===== src/stms_pkg.sv =====
// Package for the speed/torque mode switch: constants, field types and modes
// Summary of operation
// - Analog gain 0.0..1000.0 %, default 100.0 %; full scale gives 100 %.
// - Analog bias -100.0..+100.0 %, default 0; bias is value at minimum input.
// - Input with function 71: inactive means speed control, active means torque control.
// - Torque control select: 0 speed, 1 torque; default 0.
// - Mode change waits 0..1000 ms after each switch input edge, default 0.
// - Switching delay only applies when some input has function 71.
// - During switching delay all three analog values stay frozen.
// - Speed control uses frequency reference source; torque control uses speed-limit source.
// - Torque reference channel is torque limit in speed, reference in torque.
// - Torque limit is smaller of analog magnitude and constant limit.
// - Run removed in speed control: decelerate to stop.
// - Run removed in torque control: change to speed control, then decelerate; here the stop flag sets one edge before torque mode clears.
// - Input-driven switching works only with control method 3.
// - Four constant torque limits, 0..300 %, default 200 %.
// - Analog function 13 marks torque reference; limits both directions in speed.
package stms_pkg;
  localparam int unsigned CLK_HZ = 200_000_000;
  localparam int unsigned MS_PER_S = 1000;
  localparam int unsigned CYCLES_PER_MS = CLK_HZ / MS_PER_S;
  localparam int unsigned PRE_W = 18;
  localparam int unsigned NUM_DI = 6;
  localparam int unsigned NUM_AI = 3;
  // Channel order: voltage reference, multi-function, current reference
  localparam logic [1:0] AI_VOLT = 2'h0;
  localparam logic [1:0] AI_MULTI = 2'h1;
  localparam logic [1:0] AI_CURR = 2'h2;
  localparam logic [7:0] DI_FUNC_MODE_SWITCH = 8'h47;
  localparam logic [4:0] AI_FUNC_TORQUE_REF = 5'h0d;
  localparam logic [2:0] CTRL_METHOD_FLUX_VECTOR = 3'h3;
  // Raw converter code, full scale (10 V / 20 mA) is 1 << AI_FS_SHIFT
  localparam int unsigned AI_RAW_W = 13;
  localparam int unsigned AI_FS_SHIFT = 12;
  localparam logic [AI_RAW_W-1:0] AI_RAW_FULL = 13'h1000;
  localparam int unsigned GAIN_W = 14;
  localparam logic [GAIN_W-1:0] GAIN_DEFAULT = 14'h03e8;
  localparam logic [GAIN_W-1:0] GAIN_MAX = 14'h2710;
  localparam int unsigned BIAS_W = 11;
  localparam logic signed [BIAS_W-1:0] BIAS_DEFAULT = 11'sh000;
  localparam int unsigned DELAY_W = 10;
  localparam logic [DELAY_W-1:0] DELAY_DEFAULT = 10'h000;
  localparam logic [DELAY_W-1:0] DELAY_MAX = 10'h3e8;
  localparam int unsigned TLIM_W = 9;
  localparam logic [TLIM_W-1:0] TLIM_DEFAULT = 9'h0c8;
  localparam logic [TLIM_W-1:0] TLIM_MAX = 9'h12c;
  localparam logic [3:0] TLIM_SCALE = 4'ha;
  localparam logic TORQUE_SEL_DEFAULT = 1'b0;
  // Scaled values in 0.1 % steps, signed
  localparam int unsigned VAL_W = 17;
  localparam logic signed [VAL_W-1:0] VAL_FULL = 17'sh003e8;

  typedef enum logic {STMS_SPEED, STMS_TORQUE} stms_mode_t;

  typedef struct packed {
    logic [GAIN_W-1:0] gain;
    logic signed [BIAS_W-1:0] bias;
  } stms_ai_cal_t;

  typedef struct packed {
    logic [TLIM_W-1:0] fwd_mot;
    logic [TLIM_W-1:0] rev_mot;
    logic [TLIM_W-1:0] fwd_regen;
    logic [TLIM_W-1:0] rev_regen;
  } stms_tlim_set_t;

  typedef struct packed {
    logic [VAL_W-1:0] fwd_mot;
    logic [VAL_W-1:0] rev_mot;
    logic [VAL_W-1:0] fwd_regen;
    logic [VAL_W-1:0] rev_regen;
  } stms_tlim_t;
endpackage


===== src/stms_mode_switch.sv =====
// Speed/torque control mode arbitration with delayed switching and analog routing
`timescale 1ns/1ps
module stms_mode_switch
  import stms_pkg::*;
#(
  parameter int unsigned MS_CYCLES = CYCLES_PER_MS
)(
  input wire logic mclk_i,
  input wire logic rst_n_i,
  input wire logic run_i,
  input wire logic [NUM_DI-1:0] di_level_i,
  input wire logic [NUM_DI-1:0][7:0] digital_input_function_select_i,
  input wire logic [2:0] control_method_select_i,
  input wire logic torque_control_select_i,
  input wire logic [DELAY_W-1:0] mode_switch_delay_i,
  input wire logic [1:0] frequency_ref_source_select_i,
  input wire logic [1:0] speed_limit_source_select_i,
  input wire logic [4:0] multi_analog_function_select_i,
  input wire logic [NUM_AI-1:0][AI_RAW_W-1:0] ai_raw_i,
  input wire stms_ai_cal_t [NUM_AI-1:0] ai_cal_i,
  input wire stms_tlim_set_t constant_torque_limits_i,
  output logic torque_mode_o,
  output logic switch_delay_o,
  output logic decel_stop_o,
  output logic signed [VAL_W-1:0] speed_ref_o,
  output logic signed [VAL_W-1:0] torque_ref_o,
  output stms_tlim_t torque_limit_o
);

  // Gain and bias applied to one raw sample
  function automatic logic signed [VAL_W-1:0] scale_ai(input logic [AI_RAW_W-1:0] raw, input stms_ai_cal_t cal);
    logic [AI_RAW_W+GAIN_W-1:0] prod;
    prod = raw * cal.gain;
    scale_ai = $signed({2'b00, prod[AI_FS_SHIFT +: VAL_W-2]}) + VAL_W'(cal.bias);
  endfunction

  // Smaller of analog magnitude and constant limit
  function automatic logic [VAL_W-1:0] lim_min(input logic [VAL_W-1:0] mag, input logic [TLIM_W-1:0] cst);
    logic [VAL_W-1:0] cst_s;
    // Widen before the multiply: 300 % times ten does not fit in the setting's width
    cst_s = VAL_W'(cst) * VAL_W'(TLIM_SCALE);
    lim_min = (mag < cst_s) ? mag : cst_s;
  endfunction

  stms_mode_t mode_reg, mode_next;
  logic delay_reg, delay_next;
  logic sw_prev_reg, sw_prev_next;
  logic [PRE_W-1:0] pre_reg, pre_next;
  logic [DELAY_W-1:0] ms_reg, ms_next;
  logic [NUM_AI-1:0][AI_RAW_W-1:0] frz_reg, frz_next;
  logic sw_assigned, sw_level, sw_enabled, sw_edge;
  logic [NUM_AI-1:0][AI_RAW_W-1:0] ai_used;
  logic signed [VAL_W-1:0] ai_val [NUM_AI];

  // Any input carrying function 71 assigns the switch; active inputs OR together
  always_comb
  begin
    sw_assigned = 1'b0;
    sw_level = 1'b0;
    for (int i = 0; i < NUM_DI; i++)
    begin
      if (digital_input_function_select_i[i] == DI_FUNC_MODE_SWITCH)
      begin
        sw_assigned = 1'b1;
        sw_level = sw_level | di_level_i[i];
      end
    end
  end

  assign sw_enabled = sw_assigned && (control_method_select_i == CTRL_METHOD_FLUX_VECTOR);
  assign sw_edge = sw_enabled && (sw_level != sw_prev_reg);

  // Mode, delay timer and freeze capture
  always_comb
  begin
    mode_next = mode_reg;
    delay_next = delay_reg;
    sw_prev_next = sw_level;
    pre_next = pre_reg;
    ms_next = ms_reg;
    frz_next = frz_reg;
    if (!run_i)
    begin
      // Stopping always runs in speed control; mode drops to speed on the same edge the stop flag sets
      mode_next = STMS_SPEED;
      delay_next = 1'b0;
    end
    else if (!sw_enabled)
    begin
      mode_next = torque_control_select_i ? STMS_TORQUE : STMS_SPEED;
      delay_next = 1'b0;
    end
    else if (sw_edge && (mode_switch_delay_i != DELAY_DEFAULT))
    begin
      // Each edge restarts the wait and resamples the analog inputs
      delay_next = 1'b1;
      pre_next = '0;
      ms_next = '0;
      frz_next = ai_raw_i;
    end
    else if (delay_reg)
    begin
      if (pre_reg == PRE_W'(MS_CYCLES - 1))
      begin
        pre_next = '0;
        ms_next = ms_reg + 1'b1;
        if ((ms_reg + 1'b1) >= mode_switch_delay_i)
        begin
          delay_next = 1'b0;
          mode_next = sw_level ? STMS_TORQUE : STMS_SPEED;
        end
      end
      else
      begin
        pre_next = pre_reg + 1'b1;
      end
    end
    else
    begin
      // No delay pending: mode tracks the switch input directly
      mode_next = sw_level ? STMS_TORQUE : STMS_SPEED;
    end
  end

  always_ff @(posedge mclk_i or negedge rst_n_i)
  begin
    if (!rst_n_i)
    begin
      mode_reg <= STMS_SPEED;
      delay_reg <= 1'b0;
      sw_prev_reg <= 1'b0;
      pre_reg <= '0;
      ms_reg <= '0;
      frz_reg <= '0;
    end
    else
    begin
      mode_reg <= mode_next;
      delay_reg <= delay_next;
      sw_prev_reg <= sw_prev_next;
      pre_reg <= pre_next;
      ms_reg <= ms_next;
      frz_reg <= frz_next;
    end
  end

  // Frozen samples replace live ones while the delay runs
  assign ai_used = delay_reg ? frz_reg : ai_raw_i;
  for (genvar g = 0; g < NUM_AI; g++)
  begin : g_scale
    assign ai_val[g] = scale_ai(ai_used[g], ai_cal_i[g]);
  end

  logic torque_mode_next, decel_next;
  logic signed [VAL_W-1:0] speed_ref_next, torque_ref_next;
  stms_tlim_t tlim_next;
  logic tref_assigned;
  logic [VAL_W-1:0] tmag;

  // Output routing; source codes past the last channel fall back to channel 0
  always_comb
  begin
    tref_assigned = (multi_analog_function_select_i == AI_FUNC_TORQUE_REF);
    tmag = ai_val[AI_MULTI][VAL_W-1] ? VAL_W'(-ai_val[AI_MULTI]) : VAL_W'(ai_val[AI_MULTI]);
    torque_mode_next = (mode_reg == STMS_TORQUE);
    decel_next = !run_i;
    if (mode_reg == STMS_SPEED)
    begin
      speed_ref_next = (frequency_ref_source_select_i < NUM_AI) ? ai_val[frequency_ref_source_select_i] :
        ai_val[AI_VOLT];
      torque_ref_next = '0;
    end
    else
    begin
      speed_ref_next = (speed_limit_source_select_i < NUM_AI) ? ai_val[speed_limit_source_select_i] :
        ai_val[AI_VOLT];
      torque_ref_next = tref_assigned ? ai_val[AI_MULTI] : '0;
    end
    // In speed control the torque reference channel limits both directions
    if (tref_assigned && (mode_reg == STMS_SPEED))
    begin
      tlim_next.fwd_mot = lim_min(tmag, constant_torque_limits_i.fwd_mot);
      tlim_next.rev_mot = lim_min(tmag, constant_torque_limits_i.rev_mot);
      tlim_next.fwd_regen = lim_min(tmag, constant_torque_limits_i.fwd_regen);
      tlim_next.rev_regen = lim_min(tmag, constant_torque_limits_i.rev_regen);
    end
    else
    begin
      tlim_next.fwd_mot = VAL_W'(constant_torque_limits_i.fwd_mot) * VAL_W'(TLIM_SCALE);
      tlim_next.rev_mot = VAL_W'(constant_torque_limits_i.rev_mot) * VAL_W'(TLIM_SCALE);
      tlim_next.fwd_regen = VAL_W'(constant_torque_limits_i.fwd_regen) * VAL_W'(TLIM_SCALE);
      tlim_next.rev_regen = VAL_W'(constant_torque_limits_i.rev_regen) * VAL_W'(TLIM_SCALE);
    end
  end

  always_ff @(posedge mclk_i or negedge rst_n_i)
  begin
    if (!rst_n_i)
    begin
      torque_mode_o <= 1'b0;
      decel_stop_o <= 1'b0;
      speed_ref_o <= '0;
      torque_ref_o <= '0;
      torque_limit_o <= '0;
    end
    else
    begin
      torque_mode_o <= torque_mode_next;
      decel_stop_o <= decel_next;
      speed_ref_o <= speed_ref_next;
      torque_ref_o <= torque_ref_next;
      torque_limit_o <= tlim_next;
    end
  end

  assign switch_delay_o = delay_reg;
endmodule


===== config.mk =====
export PLATFORM = sky130hd
export DESIGN_NAME = stms_mode_switch
export DESIGN_NICKNAME = d
export VERILOG_FILES = /design/src/stms_pkg.sv /design/src/stms_mode_switch.sv
export SDC_FILE = /design/constraint.sdc
export NUM_CORES = 2
export LEC_CHECK = 0
export BUFFER_PORTS_ARGS = -buffer_cell sky130_fd_sc_hd__buf_2
export CORE_ASPECT_RATIO = 1.25
export CORE_UTILIZATION = 25
export CTS_CLUSTER_DIAMETER = 60
export DETAILED_ROUTE_END_ITERATION = 7
export PLACE_DENSITY = 0.45
export SKIP_CTS_REPAIR_TIMING = 1
export SLEW_MARGIN = 20
export SYNTH_ARGS = -nofsm -noshare
export SYNTH_HDL_FRONTEND = slang
export SYNTH_SLANG_ARGS = --single-unit

===== constraint.sdc =====
create_clock -name mclk_i -period 15.5 [get_ports mclk_i]
set_clock_uncertainty 0.15 [all_clocks]
set_input_delay 2.325 -clock mclk_i [delete_from_list [all_inputs] [get_ports mclk_i]]
set_output_delay 2.325 -clock mclk_i [all_outputs]
set_load 0.02 [all_outputs]

=== After elaboration in Yosys (flattened, before gate mapping) ===
Cells that the tools add are included.
W data, S select, Z words.

* Add/subtract/negate cells: 6
* $mul: 7
* Div/mod/pow operators: 0
* $lt $le $gt $ge: 9
* Eq/ne operators: 13
* Shifts and indexed selects: 0
* Multiplexer cells: 50
* Bitwise logic cells: 8
* Reduce and logical (&&, ||, !) cells: 12

{| class="wikitable"
|+ Operators by type and width
! operator !! number
|-
| $mux W17 || 14
|-
| $mul A13 B14 Y27 || 3
|-
| $bmux W17 S2 || 2
|-
| $lt A17 B13 Y1 || 4
|-
| $mux W68 || 1
|-
| $mux W18 || 3
|-
| $add A16 B11 Y17 || 3
|-
| $eq A8 B7 Y1 const B || 6
|-
| $mul A9 B3 Y12 const B || 4
|-
| $mux W39 || 1
|-
| $mux W10 || 3
|-
| $mux W1 || 26
|-
| $add A18 B1 Y18 const B || 1
|-
| $eq A18 B18 Y1 const B || 1
|-
| $neg A17 Y17 || 1
|-
| $add A10 B1 Y10 const B || 1
|-
| $ge A10 B10 Y1 || 1
|-
| $reduce_bool A10 Y1 || 1
|-
| $reduce_and A3 Y1 || 3
|-
| $ne A4 B3 Y1 const B || 2
|-
| $ge A3 B3 Y1 const B || 2
|-
| $not A2 Y3 || 2
|-
| $eq A5 B4 Y1 const B || 1
|-
| $or A1 B1 Y1 || 5
|-
| 9 further kinds || 14
|}

* Flip-flop bits (word level): 174
* Bits in latches: 0
* Bits in writable memories: 0
* Memory bits (read-only): 0
* Input port bits: 230
* Output and inout bits: 105
* Logic and storage cells: 121
* Memories kept: 0

=== Logic depth before layout (Yosys ltp) ===
* Word-level depth: 19
* Gate-level depth with buffers: 46

=== Worst setup path before layout ===
No wires, ideal clock.

* Path type: input to register
* Start: in ai_raw_i[15] (netlist bit)
* End: reg torque_limit_o[21] (netlist bit)
* Arrival time: 11446 ps
* Slack: 3778 ps
* Cell stages on the path: 42
* Path through: mux2i_1 -> clkbuf_1 -> nor2b_1 -> fa_1 -> inv_1 -> fa_1 -> inv_1 -> fa_1 -> fa_1 -> inv_1 -> fa_1 -> inv_1 -> ha_1 -> a21o_1 -> a21o_1 -> a21oi_1 -> a21bo_2 -> a31oi_1 -> (+6 left out) -> clkbuf_1 -> a21o_1 -> a21o_1 -> a21oi_1 -> a21o_1 -> xor2_1 -> nor2_1 -> xnor2_1 -> inv_1 -> ha_1 -> nand4_1 -> a211oi_1 -> a221oi_1 -> o21ai_0 -> a31oi_1 -> o211ai_1 -> buf_6 -> mux2_4

{| class="wikitable"
|+ RTL lines
! item !! RTL line !! source
|-
| from (decl) || stms_mode_switch.sv:19 || <nowiki>input wire logic [NUM_AI-1:0][AI_RAW_W-1:0] ai_raw_i,</nowiki>
|-
| to (signal assigned) || stms_mode_switch.sv:212 || <nowiki>torque_limit_o <= tlim_next;</nowiki>
|-
| to (decl) || stms_mode_switch.sv:27 || <nowiki>output stms_tlim_t torque_limit_o</nowiki>
|}

==> flow_summary.json <==
{
  "status": "completed",
  "cts_tree": "done",
  "yosysTopAreaCell": "fa_1",
  "area_growth_pct": 13.9,
  "yosysMostFrequentCell": "inv_1",
  "hold-worst-slack_ns": 0.301,
  "antenna_found_initial": 19,
  "netlist_instances": 3280,
  "clockBufferDepth": 2,
  "grt_max_degree": 62,
  "synth-warning-count": 0,
  "cpPeakStageDelay_ns": 0.75,
  "firstDrtPassIters": 5,
  "hold_path_end": "torque_mode_o",
  "worstMarginPinSlew_ns": 1.12,
  "die-area_um2": 120000,
  "portBuffers": 334,
  "grt_pass1_vias": 23900,
  "grt_usage_pct": 15.6,
  "worstSetupPathType": "input pin to register",
  "timing.fmax_mhz": 80.2,
  "cts_max_level": 4,
  "drc": 0,
  "syn_area_per_cell_um2": 9.01,
  "cts.clk_slew.worst_paths_ns": 0.07,
  "hold_class": "register to register",
  "cp_max_fo": 14,
  "nNetsFinal": 4558,
  "dr.first_iter.drc_count": 1026,
  "ys_ff_latch": 174,
  "drive_gt1_share_pct": 14.2,
  "synth-seq-area-share_pct": 14.7,
  "die_w_um": 309,
  "synth_cell_types": 73,
  "clkSinkCount": 174,
  "numCtsBuffers": 17,
  "largest_register_ffs": 68,
  "gp_congestion": 0.846,
  "rsz0062_at_grt": "false",
  "overflow": 0,
  "drt_wl_total_mm": 91.8,
  "period_minus_slack_ns": 12.47,
  "start_kind": "input pin",
  "synth_edf_count": 0,
  "die_y_um": 386,
  "synth_top_area_share_pct": 27.1,
  "min_period_over_period_pct": 80.4,
  "fp-row-count": 140,
  "min_from": "mode_reg",
  "clkLatencyLatePin_ns": 0.52,
  "grt_pass1_wl_mm": 141,
  "required_ns": 15.75,
  "fin_area_um2": 33700,
  "maxSlewViolCount": 0,
  "cap_viol_max_count": 0,
  "syn_area_um2": 29500,
  "min_path_cells": 0,
  "hold_violations": 0,
  "post-dp-hpwl_mm": 75.6,
  "critical_path_arrival_ns": 12.72,
  "viasPerCell": 4.49,
  "ys.flop_type": "dfrtp_1",
  "initial_core_util_pct": 25.3,
  "endpoint_kind": "register",
  "synth.area.top_cells": "fa_1 (27%), ha_1 (16%), dfrtp_1 (15%)",
  "dpl_cell_area_um2": 33000,
  "setup-tns-final_ns": 0,
  "slowest_stage": "xor2_1",
  "ff2ff_path_depth": 38,
  "cts_root_buf": "clkbuf_16",
  "r2r-start": "switch_delay_o",
  "synth-async-reset-ratio_pct": 100,
  "synthTopCellsByCount": "inv_1 (577), nand2_1 (418), fa_1 (400)",
  "antenna_left": 0,
  "wl_per_cell_um": 17.9,
  "timing.rr.end": "torque_limit_o[21]",
  "io_pins": 335,
  "rrSetupSlack_ns": 3.39,
  "core_area_um2": 117000,
  "setup_viol": 0,
  "vias": 23100,
  "slew_headroom_pct": 23.8
}
-- area by class of cell --
cell class | count | area, µm²
antenna | 5 | 12.5
timing repair buffer | 368 | 1940
clock inverter | 12 | 173
sequential | 174 | 4360
clock buffer | 20 | 437
tap | 1562 | 1950
fill | 12600 | 83200
inverter | 579 | 2170
multi-input combinational | 2421 | 22600
-- kinds of logic (layout without fill, tap and decap cells) --
kind of cell	count (synthesis)	in the layout	share of synthesized area, %
AO/OA/AOI/OAI	398	398	8.76
XOR/XNOR	137	137	4.06
adder cells (fa/ha/maj)	767	767	42.6
buffers and inverters	700	979	9.00
flip-flops	174	174	14.7
multiplexers	131	131	4.85
other	1	21	0.0127
AND/OR/NAND/NOR	972	972	15.9
-- critical path: cells and delay by family --
family	cells	cell delay, ns
adders and majority gates	8	3.40
buffers and inverters	7	0.87
xor gates and xnor gates	3	1.57
muxes	2	0.70
and+or+nand+nor	4	0.78
AOI/OAI and AO/OA	14	3.05
-- cells in the final DEF (no fill, tap or decap), drive strengths merged, types with 21 or more instances in the layout --
cell and count:
xnor2 81, clkbuf 21, o21ai 106, nor2b 138, nor2 113, nor3 32
buf 367, inv 584, and3 21, mux2 85, and2 88, mux2i 46
nand4 23, nand2b 62, a21oi 91, fa 400, nand2 418, a21o 54
ha 367, nand3 37, a211oi 27, dfrtp 174, xor2 56
-- per-stage QoR --
step	utilization [%]	worst slack [ns]	instances
6_report	28.8	3.03	5141
5_1_grt	28.8	2.29	5139
4_1_cts	28.8	3.11	5136
3_5_place_dp	28.3	2.55	5104
3_3_place_gp	28.3	2.71	5104
2_1_floorplan	-	3.78	3295
-- per-layer routing --
layer  GRT usage (%)  wire [µm]  part of all wire (%)
met1            19.4      39100                    43
met5               0        167                  0.18
met3            2.51       4180                   4.6
met4            4.91       2170                   2.4
met2            27.5      46200                    50
-- worst max path at each step --
| stage | cells past startpoint | endpoint | startpoint |
|---|---|---|---|
| after detailed placement | 38 | torque_limit_o[18] | ai_raw_i[20] |
| after global routing | 40 | torque_limit_o[55] | ai_raw_i[15] |
| after global placement | 38 | torque_limit_o[20] | ai_raw_i[20] |
| after CTS | 38 | torque_limit_o[18] | ai_raw_i[20] |
| final | 38 | torque_limit_o[21] | ai_raw_i[20] |
| after floorplan | 42 | torque_limit_o[21] | ai_raw_i[15] |
Power is left out: the tool's default activity adds up to more than one toggle a clock period on the data nets, which glitch-free logic cannot reach.
